`config.mk`:
```
export PLATFORM = sky130hd
export DESIGN_NAME = t1lan_regs
export DESIGN_NICKNAME = d
export VERILOG_FILES = /design/src/inc/t1lan_pkg.sv /design/src/hdl/t1lan_latch_flag.sv /design/src/hdl/t1lan_restart_ctl.sv /design/src/hdl/t1lan_regs.sv
export SDC_FILE = /design/constraint.sdc
export NUM_CORES = 1
export LEC_CHECK = 0
export CAP_MARGIN = 10
export CORE_ASPECT_RATIO = 0.75
export CORE_MARGIN = 5
export CORE_UTILIZATION = 40
export CTS_CLUSTER_SIZE = 24
export DETAILED_ROUTE_END_ITERATION = 16
export DONT_BUFFER_PORTS = 1
export GPL_TIMING_DRIVEN = 0
export PLACE_DENSITY = 0.64
export SYNTH_ARGS = -nofsm -noshare
export SYNTH_HDL_FRONTEND = slang
export SYNTH_HIERARCHICAL = 1
export SYNTH_SLANG_ARGS = --single-unit
```
`constraint.sdc`:
```
create_clock -name core_clk_i -period 1.1 [get_ports core_clk_i]
set_input_delay 0.055 -clock core_clk_i [delete_from_list [all_inputs] [get_ports core_clk_i]]
set_output_delay 0.055 -clock core_clk_i [all_outputs]
set_load 0.03 [all_outputs]
```
`src/inc/t1lan_pkg.sv`:
```
// Constants shared by the negotiation and coding status register bank.
// Assumes a flat 16-bit register address space on a simple strobe port.
package t1lan_pkg;

   // ------------------------------------------------------------
   // Register offsets
   // ------------------------------------------------------------
   localparam logic [15:0] OFF_PKG1     = 16'h0005;
   localparam logic [15:0] OFF_PKG2     = 16'h0006;
   localparam logic [15:0] OFF_CTRL     = 16'h0200;
   localparam logic [15:0] OFF_STATUS   = 16'h0201;
   localparam logic [15:0] OFF_PCS_STAT = 16'h08E7;

   // ------------------------------------------------------------
   // Fixed words and reset values
   // ------------------------------------------------------------
   localparam logic [15:0] PKG1_VALUE   = 16'h008B;
   localparam logic [15:0] PKG2_VALUE   = 16'hC000;
   localparam logic [15:0] CTRL_RESET   = 16'h1000;
   localparam logic [15:0] STATUS_RESET = 16'h0008;
   localparam logic [15:0] PCS_RESET    = 16'h0000;
   localparam logic        EN_RESET     = 1'b1;
   localparam logic        FLAG_RESET   = 1'b0;

   // ------------------------------------------------------------
   // Field positions
   // ------------------------------------------------------------
   localparam int unsigned BIT_EN      = 12;
   localparam int unsigned BIT_RESTART = 9;
   localparam int unsigned BIT_PAGE    = 6;
   localparam int unsigned BIT_DONE    = 5;
   localparam int unsigned BIT_FAULT   = 4;
   localparam int unsigned BIT_ABLE    = 3;
   localparam int unsigned BIT_LINK    = 2;
   localparam int unsigned BIT_DSCR    = 2;

   // ------------------------------------------------------------
   // Latched flag table
   // ------------------------------------------------------------
   localparam int unsigned FLAG_DSCR  = 0;
   localparam int unsigned FLAG_PAGE  = 1;
   localparam int unsigned FLAG_FAULT = 2;
   localparam int unsigned FLAG_LINK  = 3;
   localparam int unsigned NUM_FLAGS  = 4;
   // One bit per flag: 1 latches high, 0 latches low
   localparam logic [3:0]  FLAG_LATCH_HIGH = 4'h6;

   // ------------------------------------------------------------
   // Restart handshake states
   // ------------------------------------------------------------
   typedef enum logic [1:0]
   {
      RS_IDLE = 2'b01,
      RS_PEND = 2'b10
   } t1lan_rst_state_t;

endpackage

```
`src/hdl/t1lan_latch_flag.sv`:
```
// One latched status flag, latch-high or latch-low by parameter.
// Assumes the read strobe is a single-cycle pulse from the bus port.
module t1lan_latch_flag #(
   parameter logic LATCH_HIGH = 1'b0
) (
   input  wire logic core_clk_i,
   input  wire logic nrst_i,
   input  wire logic live_i,
   input  wire logic read_i,
   output logic      flag_o
);

   logic next_flag;

   // ------------------------------------------------------------
   // Flag update
   // ------------------------------------------------------------
   // Read reloads the live condition, so an event in the read cycle wins
   always_comb
   begin
      if (read_i)
      begin
         next_flag = live_i;
      end
      else if (LATCH_HIGH)
      begin
         next_flag = flag_o | live_i;
      end
      else
      begin
         next_flag = flag_o & live_i;
      end
   end

   // Flag register
   always_ff @(posedge core_clk_i or negedge nrst_i)
   begin
      if (!nrst_i)
      begin
         flag_o <= t1lan_pkg::FLAG_RESET;
      end
      else
      begin
         flag_o <= next_flag;
      end
   end

endmodule

```
`src/hdl/t1lan_restart_ctl.sv`:
```
// Self-clearing negotiation restart request.
// Assumes the negotiation engine pulses initiated_i when it restarts.
module t1lan_restart_ctl (
   input  wire logic core_clk_i,
   input  wire logic nrst_i,
   input  wire logic request_i,
   input  wire logic initiated_i,
   output logic      pending_o
);

   t1lan_pkg::t1lan_rst_state_t state;
   t1lan_pkg::t1lan_rst_state_t next_state;

   // ------------------------------------------------------------
   // Handshake state machine
   // ------------------------------------------------------------
   // A new request in the acknowledge cycle keeps the request pending
   always_comb
   begin
      case (state)
         t1lan_pkg::RS_IDLE:
         begin
            next_state = request_i ? t1lan_pkg::RS_PEND : t1lan_pkg::RS_IDLE;
         end
         t1lan_pkg::RS_PEND:
         begin
            if (initiated_i && !request_i)
            begin
               next_state = t1lan_pkg::RS_IDLE;
            end
            else
            begin
               next_state = t1lan_pkg::RS_PEND;
            end
         end
         default:
         begin
            next_state = t1lan_pkg::RS_IDLE;
         end
      endcase
   end

   // State register
   always_ff @(posedge core_clk_i or negedge nrst_i)
   begin
      if (!nrst_i)
      begin
         state <= t1lan_pkg::RS_IDLE;
      end
      else
      begin
         state <= next_state;
      end
   end

   assign pending_o = state[1]; // Pending state bit

endmodule

```
`src/hdl/t1lan_regs.sv`:
```
// Negotiation control/status and coding sublayer status register bank.
// Assumes a strobe register port with read data one cycle after the strobe,
// and live status inputs synchronous to core_clk_i.
module t1lan_regs (
   input  wire logic        core_clk_i,
   input  wire logic        nrst_i,
   input  wire logic [15:0] reg_addr_i,
   input  wire logic [15:0] reg_wdata_i,
   input  wire logic        reg_wr_i,
   input  wire logic        reg_rd_i,
   input  wire logic        dscr_locked_i,
   input  wire logic        link_ok_i,
   input  wire logic        page_stored_i,
   input  wire logic        base_fault_i,
   input  wire logic        neg_finished_i,
   input  wire logic        restart_initiated_i,
   output logic [15:0]      reg_rdata_o,
   output logic             negotiation_enable_o,
   output logic             negotiation_restart_o
);

   // ------------------------------------------------------------
   // Address decode
   // ------------------------------------------------------------
   logic        rd_status;
   logic        rd_pcs;
   logic        wr_ctrl;
   logic        write_restart;
   logic [3:0]  flag_live;
   logic [3:0]  flag_read;
   logic [3:0]  flag_q;
   logic        negotiation_done;
   logic        next_done;
   logic        next_enable;
   logic [15:0] next_rdata;
   logic [15:0] ctrl_word;
   logic [15:0] status_word;
   logic [15:0] pcs_word;

   // Strobe qualification per register
   assign rd_status     = reg_rd_i && (reg_addr_i == t1lan_pkg::OFF_STATUS);
   assign rd_pcs        = reg_rd_i && (reg_addr_i == t1lan_pkg::OFF_PCS_STAT);
   assign wr_ctrl       = reg_wr_i && (reg_addr_i == t1lan_pkg::OFF_CTRL);
   assign write_restart = wr_ctrl && reg_wdata_i[t1lan_pkg::BIT_RESTART];

   // ------------------------------------------------------------
   // Latched flags
   // ------------------------------------------------------------
   // Live conditions and the read that reloads each flag
   always_comb
   begin
      flag_live                        = '0;
      flag_read                        = '0;
      flag_live[t1lan_pkg::FLAG_DSCR]  = dscr_locked_i;
      flag_live[t1lan_pkg::FLAG_PAGE]  = page_stored_i;
      flag_live[t1lan_pkg::FLAG_FAULT] = base_fault_i;
      flag_live[t1lan_pkg::FLAG_LINK]  = link_ok_i;
      flag_read[t1lan_pkg::FLAG_DSCR]  = rd_pcs;
      flag_read[t1lan_pkg::FLAG_PAGE]  = rd_status;
      flag_read[t1lan_pkg::FLAG_FAULT] = rd_status;
      flag_read[t1lan_pkg::FLAG_LINK]  = rd_status;
   end

   // One latch cell per flag
   for (genvar i = 0; i < t1lan_pkg::NUM_FLAGS; i++)
   begin : g_flag
      t1lan_latch_flag #(
         .LATCH_HIGH (t1lan_pkg::FLAG_LATCH_HIGH[i])
      ) u_flag (
         .core_clk_i (core_clk_i),
         .nrst_i     (nrst_i),
         .live_i     (flag_live[i]),
         .read_i     (flag_read[i]),
         .flag_o     (flag_q[i])
      );
   end

   // ------------------------------------------------------------
   // Restart request
   // ------------------------------------------------------------
   t1lan_restart_ctl u_restart (
      .core_clk_i  (core_clk_i),
      .nrst_i      (nrst_i),
      .request_i   (write_restart),
      .initiated_i (restart_initiated_i),
      .pending_o   (negotiation_restart_o)
   );

   // ------------------------------------------------------------
   // Control and status next values
   // ------------------------------------------------------------
   // Enable bit is written from the control word only
   always_comb
   begin
      next_enable = negotiation_enable_o;
      if (wr_ctrl)
      begin
         next_enable = reg_wdata_i[t1lan_pkg::BIT_EN];
      end
      next_done = neg_finished_i && link_ok_i;
   end

   // Control and done registers
   always_ff @(posedge core_clk_i or negedge nrst_i)
   begin
      if (!nrst_i)
      begin
         negotiation_enable_o <= t1lan_pkg::EN_RESET;
         negotiation_done     <= 1'b0;
      end
      else
      begin
         negotiation_enable_o <= next_enable;
         negotiation_done     <= next_done;
      end
   end

   // ------------------------------------------------------------
   // Read path
   // ------------------------------------------------------------
   // Register images, unlisted bits read as zero
   always_comb
   begin
      ctrl_word                          = '0;
      ctrl_word[t1lan_pkg::BIT_EN]       = negotiation_enable_o;
      ctrl_word[t1lan_pkg::BIT_RESTART]  = negotiation_restart_o;
      status_word                        = '0;
      status_word[t1lan_pkg::BIT_PAGE]   = flag_q[t1lan_pkg::FLAG_PAGE];
      status_word[t1lan_pkg::BIT_DONE]   = negotiation_done;
      status_word[t1lan_pkg::BIT_FAULT]  = flag_q[t1lan_pkg::FLAG_FAULT];
      status_word[t1lan_pkg::BIT_ABLE]   = 1'b1;
      status_word[t1lan_pkg::BIT_LINK]   = flag_q[t1lan_pkg::FLAG_LINK];
      pcs_word                           = '0;
      pcs_word[t1lan_pkg::BIT_DSCR]      = flag_q[t1lan_pkg::FLAG_DSCR];
   end

   // Read mux, zero outside a read and on unmapped addresses
   always_comb
   begin
      next_rdata = '0;
      if (reg_rd_i)
      begin
         case (reg_addr_i)
            t1lan_pkg::OFF_PKG1:     next_rdata = t1lan_pkg::PKG1_VALUE;
            t1lan_pkg::OFF_PKG2:     next_rdata = t1lan_pkg::PKG2_VALUE;
            t1lan_pkg::OFF_CTRL:     next_rdata = ctrl_word;
            t1lan_pkg::OFF_STATUS:   next_rdata = status_word;
            t1lan_pkg::OFF_PCS_STAT: next_rdata = pcs_word;
            default:                 next_rdata = '0;
         endcase
      end
   end

   // Read data register
   always_ff @(posedge core_clk_i or negedge nrst_i)
   begin
      if (!nrst_i)
      begin
         reg_rdata_o <= '0;
      end
      else
      begin
         reg_rdata_o <= next_rdata;
      end
   end
endmodule

```
## Word level (Yosys, flattened, before mapping)

Index checks and enable logic that the tools add are counted.

- Register bits after elaboration: 24
- Input port bits: 42
- Output and inout port bits: 18
- Logic and storage cells: 35

- Equality and inequality tests: 7
- Multiplexer cells: 9
- Bitwise logic cells: 4
- Reductions and logical operators: 7

Operators with widths:

| cell | number |
|---|---|
| 16-bit one-hot mux with 5 select lines | 1 |
| 16-bit by 10-bit == test with 1-bit output (second input constant) | 2 |
| 16-bit by 3-bit == test with 1-bit output (second input constant) | 2 |
| 16-bit by 12-bit == test with 1-bit output (second input constant) | 1 |
| 16-bit two-way mux | 1 |
| 1-bit logical AND | 6 |
| 1-bit two-way mux | 4 |
| 2-bit two-way mux | 2 |
| 2-bit one-hot mux with 2 select lines | 1 |
| 1-bit AND | 2 |
| 2-bit by 1-bit == test with 1-bit output (second input constant) | 1 |
| 2-bit == test (second input constant) | 1 |
| 1-bit OR | 2 |
| 1-bit zero test | 1 |

## Longest topological paths before layout

- Depth in word-level cells: 7
- Gate-level depth with buffers: 6
- Mapped depth without buffers: 6

## Modules after synthesis

The synthesis kept the hierarchy.

Modules (own cells, without submodules):

| module | times used | cells each | area an instance (µm²) | sequential area each (µm²) |
|---|---|---|---|---|
| t1lan_regs | 1 | 54 | 560.5 | 276.5 |
| t1lan_restart_ctl | 1 | 11 | 112.6 | 51.3 |
| t1lan_latch_flag at g_flag[1].u_flag ... | 2 | 3 | 36.3 | 25.0 |
| t1lan_latch_flag at g_flag[0].u_flag ... | 2 | 2 | 32.5 | 25.0 |

## Worst setup path after synthesis

No wires, ideal clock.

- Path kind: input-to-reg
- Start point: input reg_addr_i[5]
- End point: register g_flag[1].u_flag.flag_o
- Library setup time: 0.118 ns
- Data arrival time: 1.235 ns
- Required time: 0.982 ns
- Slack: -0.253 ns
- Cell stages on the path: 4
- Path buffers: 0
- Cells stage by stage: or4_4 -> nor4_2 -> inv_1 -> a21o_1

- Word-level cells in the longest chain between the ends: 3

Ends and longest elaborated chain:

| item | line | RTL |
|---|---|---|
| start, declared | t1lan_regs.sv:7 | `input wire logic [15:0] reg_addr_i,` |
| 16-bit by 10-bit == test with 1-bit output | t1lan_regs.sv:41 | `assign rd_status = reg_rd_i && (reg_addr_i == t1lan_pkg::OFF_STATUS);` |
| 1-bit logical AND | t1lan_regs.sv:41 |  |
| via rd_status | t1lan_regs.sv:25 | `logic rd_status;` |
| 1-bit two-way mux | t1lan_latch_flag.sv:21 | `if (read_i)` |
| via g_flag[1].u_flag.next_flag | t1lan_latch_flag.sv:13 | `logic next_flag;` |
| end signal, assigned | t1lan_latch_flag.sv:40 | `flag_o <= t1lan_pkg::FLAG_RESET;` |
| end signal, assigned | t1lan_latch_flag.sv:44 | `flag_o <= next_flag;` |
| end, declared | t1lan_latch_flag.sv:10 | `output logic flag_o` |

The timed path passes the listed nets, and every way through them passes these cells.
A chain may end at the register's enable or synchronous reset.

## Worst setup path in the final report

- Start point: register u_restart.state[0]
- End point: register u_restart.state[1]

- Word-level cells in the longest chain between the ends: 2
- Elaborated cells on any way between the ends: 3
- Classes of those cells: 2 x eq/ne; 1 x mux

Ends and longest elaborated chain:

| item | line | RTL |
|---|---|---|
| start, declared | t1lan_restart_ctl.sv:11 | `t1lan_pkg::t1lan_rst_state_t state;` |
| start signal, assigned | t1lan_restart_ctl.sv:48 | `state <= t1lan_pkg::RS_IDLE;` |
| start signal, assigned | t1lan_restart_ctl.sv:52 | `state <= next_state;` |
| 2-bit == test or 2-bit by 1-bit == test with 1-bit output (tied branches) | t1lan_restart_ctl.sv:20 | `case (state)` |
| 2-bit one-hot mux with 2 select lines * | t1lan_restart_ctl.sv:20 |  |
| via u_restart.next_state[1] | t1lan_restart_ctl.sv:12 | `t1lan_pkg::t1lan_rst_state_t next_state;` |

The timed path passes the listed nets; every way through them passes the cells marked *.

==> out/metrics.csv <==
stage,metric,value,unit
synth,yosysMostFrequentCell,dfrtp_1,
sta,worst_pin_slew,0.744,ns
sta,whs,-0.0455,ns
synth,synth.top_cells.by_count,"dfrtp_1 (15), buf_4 (7), inv_1 (6)",
critical_path,cp_max_fo,3,
layout,fillers,173,
floorplan,die_y,49.0,microns
global_route,grt_use_total,12.6,%
floorplan,core_area,1960,sq um
critical_path,crit_family,flip-flops,
sta,fin_crit,1.09,ns
routing,viasPerCell,5.11,
layout,antenna_cells,0,
layout,fin_cells,122,
flow_run,drv_cap,0,
power,peakVddDrop,0.000822,V
synth,netlist_area,811,sq um
critical_path,path_buf_inv,1,
clock_network,cts.sinks,17,
floorplan,initial_core_util,41.3,%
synth,synth-simple-area-share,24.4,%
sta,drv_slew,0,
synth,synth_mux_area_share,1.85,%
critical_path,critPathArrivalTime,1.26,ns
synth,synth-edff-count,0,
clock_network,cts_setup_buffers,0,
placement,dpl.cell_count,102,
routing,drcViolationCount,0,
clock_network,hold_buffers,16,
clock_network,clk_path_buf_depth,2,
routing,detail_route.first_pass.iterations,4,
synth,yosys.cell_types.count,28,
placement,hpwl,1310,microns
critical_path,slowest_stage,dfstp_2,
synth,synthArstFlopShare,100,%
critical_path,crit_type,register to register,
placement,io_buffers,0,
synth,synth-seq-cells,17,
clock_network,numCtsBuffers,3,
sta,max_freq,920,MHz
synth,synth_area_leaders,"dfrtp_1 (46%), buf_4 (6.5%), dfstp_2 (6.5%)",
synth,synth_compound_area_share,8.18,%
global_route,overflow,0,
power,design_power_total,1.06,mW
sta,timing.final.crit_share,98.9,%
synth,yosys.area.top_type,dfrtp_1,
run_status,violations,hold timing,
layout,fin_nets,143,
clock_network,cts_root_buffer,clkbuf_4,
power,leakagePower,0.469,nW
global_route,grt_max_degree,18,
critical_path,endpoint_kind,register,
routing,wire_per_inst,14.7,microns
routing,wl,1790,microns
critical_path,cp-start-kind,register,
floorplan,die_area,3040,sq um
sta,rsz0062_at_grt,yes,
synth,synthAdderAreaFrac,3.09,%
clock_network,clock_latency,0.29,ns
critical_path,crit_required,1.28,ns
critical_path,max_stage_delay,0.58,ns
sta,final_hold_viol_count,8,
synth,avgSynthCellArea,10.8,sq um
layout,layout-drive-gt1-share,30.6,%
synth,synth_flop_cell,dfrtp_1,
sta,skew,0.00816,ns
routing,antenna_left,0,
synth,yosysTopAreaCellShare,46.3,%
global_route,grt_pass1_vias,654,
critical_path,path_cells,inv_2 > ha_4 > o21ai_2 > a21oi_2,
floorplan,fp.dieW,62.0,microns
placement,pre_cts_slack,-0.309,ns
synth,synth_xor_area_share,0,%
synth,syn_inst,75,
placement,gp_congestion,0.693,
synth,synth_top_family_by_area,simple AND/OR/NAND/NOR gates,
floorplan,ioPinCount,60,
routing,vias,624,
layout,seqCellArea,432,sq um
sta,slew_headroom,50.3,%
global_route,grt_pass1_wl,2850,microns
clock_network,path_clk_slew,0.10,ns
layout,area_growth,34.1,%
hold_path,hold_path_class,input pin to register,
run_status,status,"finished, violations left",
floorplan,num_rows,14,
power,p_per_area,974,nW/um^2
clock_network,cts_tree,built,
synth,ys_warn_count,6,
layout,multiInputGateArea,363,sq um
placement,placed_cell_area,861,sq um
sta,fin_ws,0.0126,ns
routing,drt_iter0_markers,18,
sta,setup_viol,0,
synth,synth_seq_area_share,52.8,%
layout,final_cell_area,1090,sq um
clock_network,h-tree-depth,1,
global_route,antenna_found_initial,0,
-- cells in the final DEF (no fill, tap or decap), types with 3 or more instances in the layout --
master and instances:
nor2_1 3, and2_1 5, dfrtp_1 12, dfrtp_2 3, conb_1 4, nor3_1 3
buf_4 7, clkbuf_4 3, inv_1 4, dlygate4sd3_1 16, nand3_1 5
-- power breakdown --
part	switching, mW	internal [mW]	total, mW
sequential	0.000470	0.627	0.627
clock	0.191	0.135	0.326
combinational	0.0513	0.0542	0.106
total	0.243	0.816	1.06
-- cells by family after synthesis --
group / count (synthesis)
simple gates: 31
flops: 17
buf+inv: 13
compound gates: 10
fa+ha+maj: 2
mux: 1
other cells: 1
-- registers in the layout (all words and copies together), names as in the netlist --
register	count
negotiation_done	1
negotiation_enable_o	1
u_restart/state	2
reg_rdata_o	9
g_flag.u_flag/flag_o	4
-- routing by layer --
metal | share of wire [%] | GRT usage, % | up-vias
met5 | 0 | 0 | -
li1 | - | - | 295
met4 | 0.45 | 2.12 | 0
met2 | 50 | 19.7 | 37
met3 | 15 | 7.41 | 2
met1 | 34 | 15.0 | 290
-- final cells by class --
cell class / count / share of cell area, %
clock buffers: 3 / 2.07
inverters: 6 / 2.07
multi-input cells: 48 / 33.4
well taps: 24 / 2.76
flip-flops and latches: 17 / 39.7
clock inverters: 1 / 0.460
plain buffers: 7 / 4.83
repair buffers: 16 / 14.7
-- per-stage QoR --
stage	setup TNS [ns]	util (%)
after floorplan	-1.00	-
after global placement	-1.93	43.9
after detailed placement	-2.09	43.9
after CTS	0	53.8
after global routing	-0.114	55.4
final	0	55.4
-- worst reg2reg max path, cell delays in order (launching register included) --
cell and delay (ns):
dfstp_2 0.58, inv_2 0.05, ha_4 0.16, o21ai_2 0.13, a21oi_2 0.06
-- final timing paths --
check	end	start	depth (start not counted)	slack, ns
worst max-delay path	u_restart/state[1]	u_restart/state[0]	4	0.01
worst min-delay path	reg_rdata_o[14]	reg_addr_i[1]	2	-0.05
worst max register to register	u_restart/state[1]	u_restart/state[0]	4	0.01
worst min register to register	reg_rdata_o[5]	negotiation_done	1	0.47
max in group asynchronous	u_restart/state[1]	nrst_i	1	0.32
min in group asynchronous	reg_rdata_o[2]	nrst_i	1	0.26
-- what timing repair did --
action                     4_1_cts  5_1_grt
pin swaps                        1        2
setup endpoints to repair        5        4
hold endpoints to repair        34        8
gates resized for setup          5        7
Power figures use the tool's default switching activity.
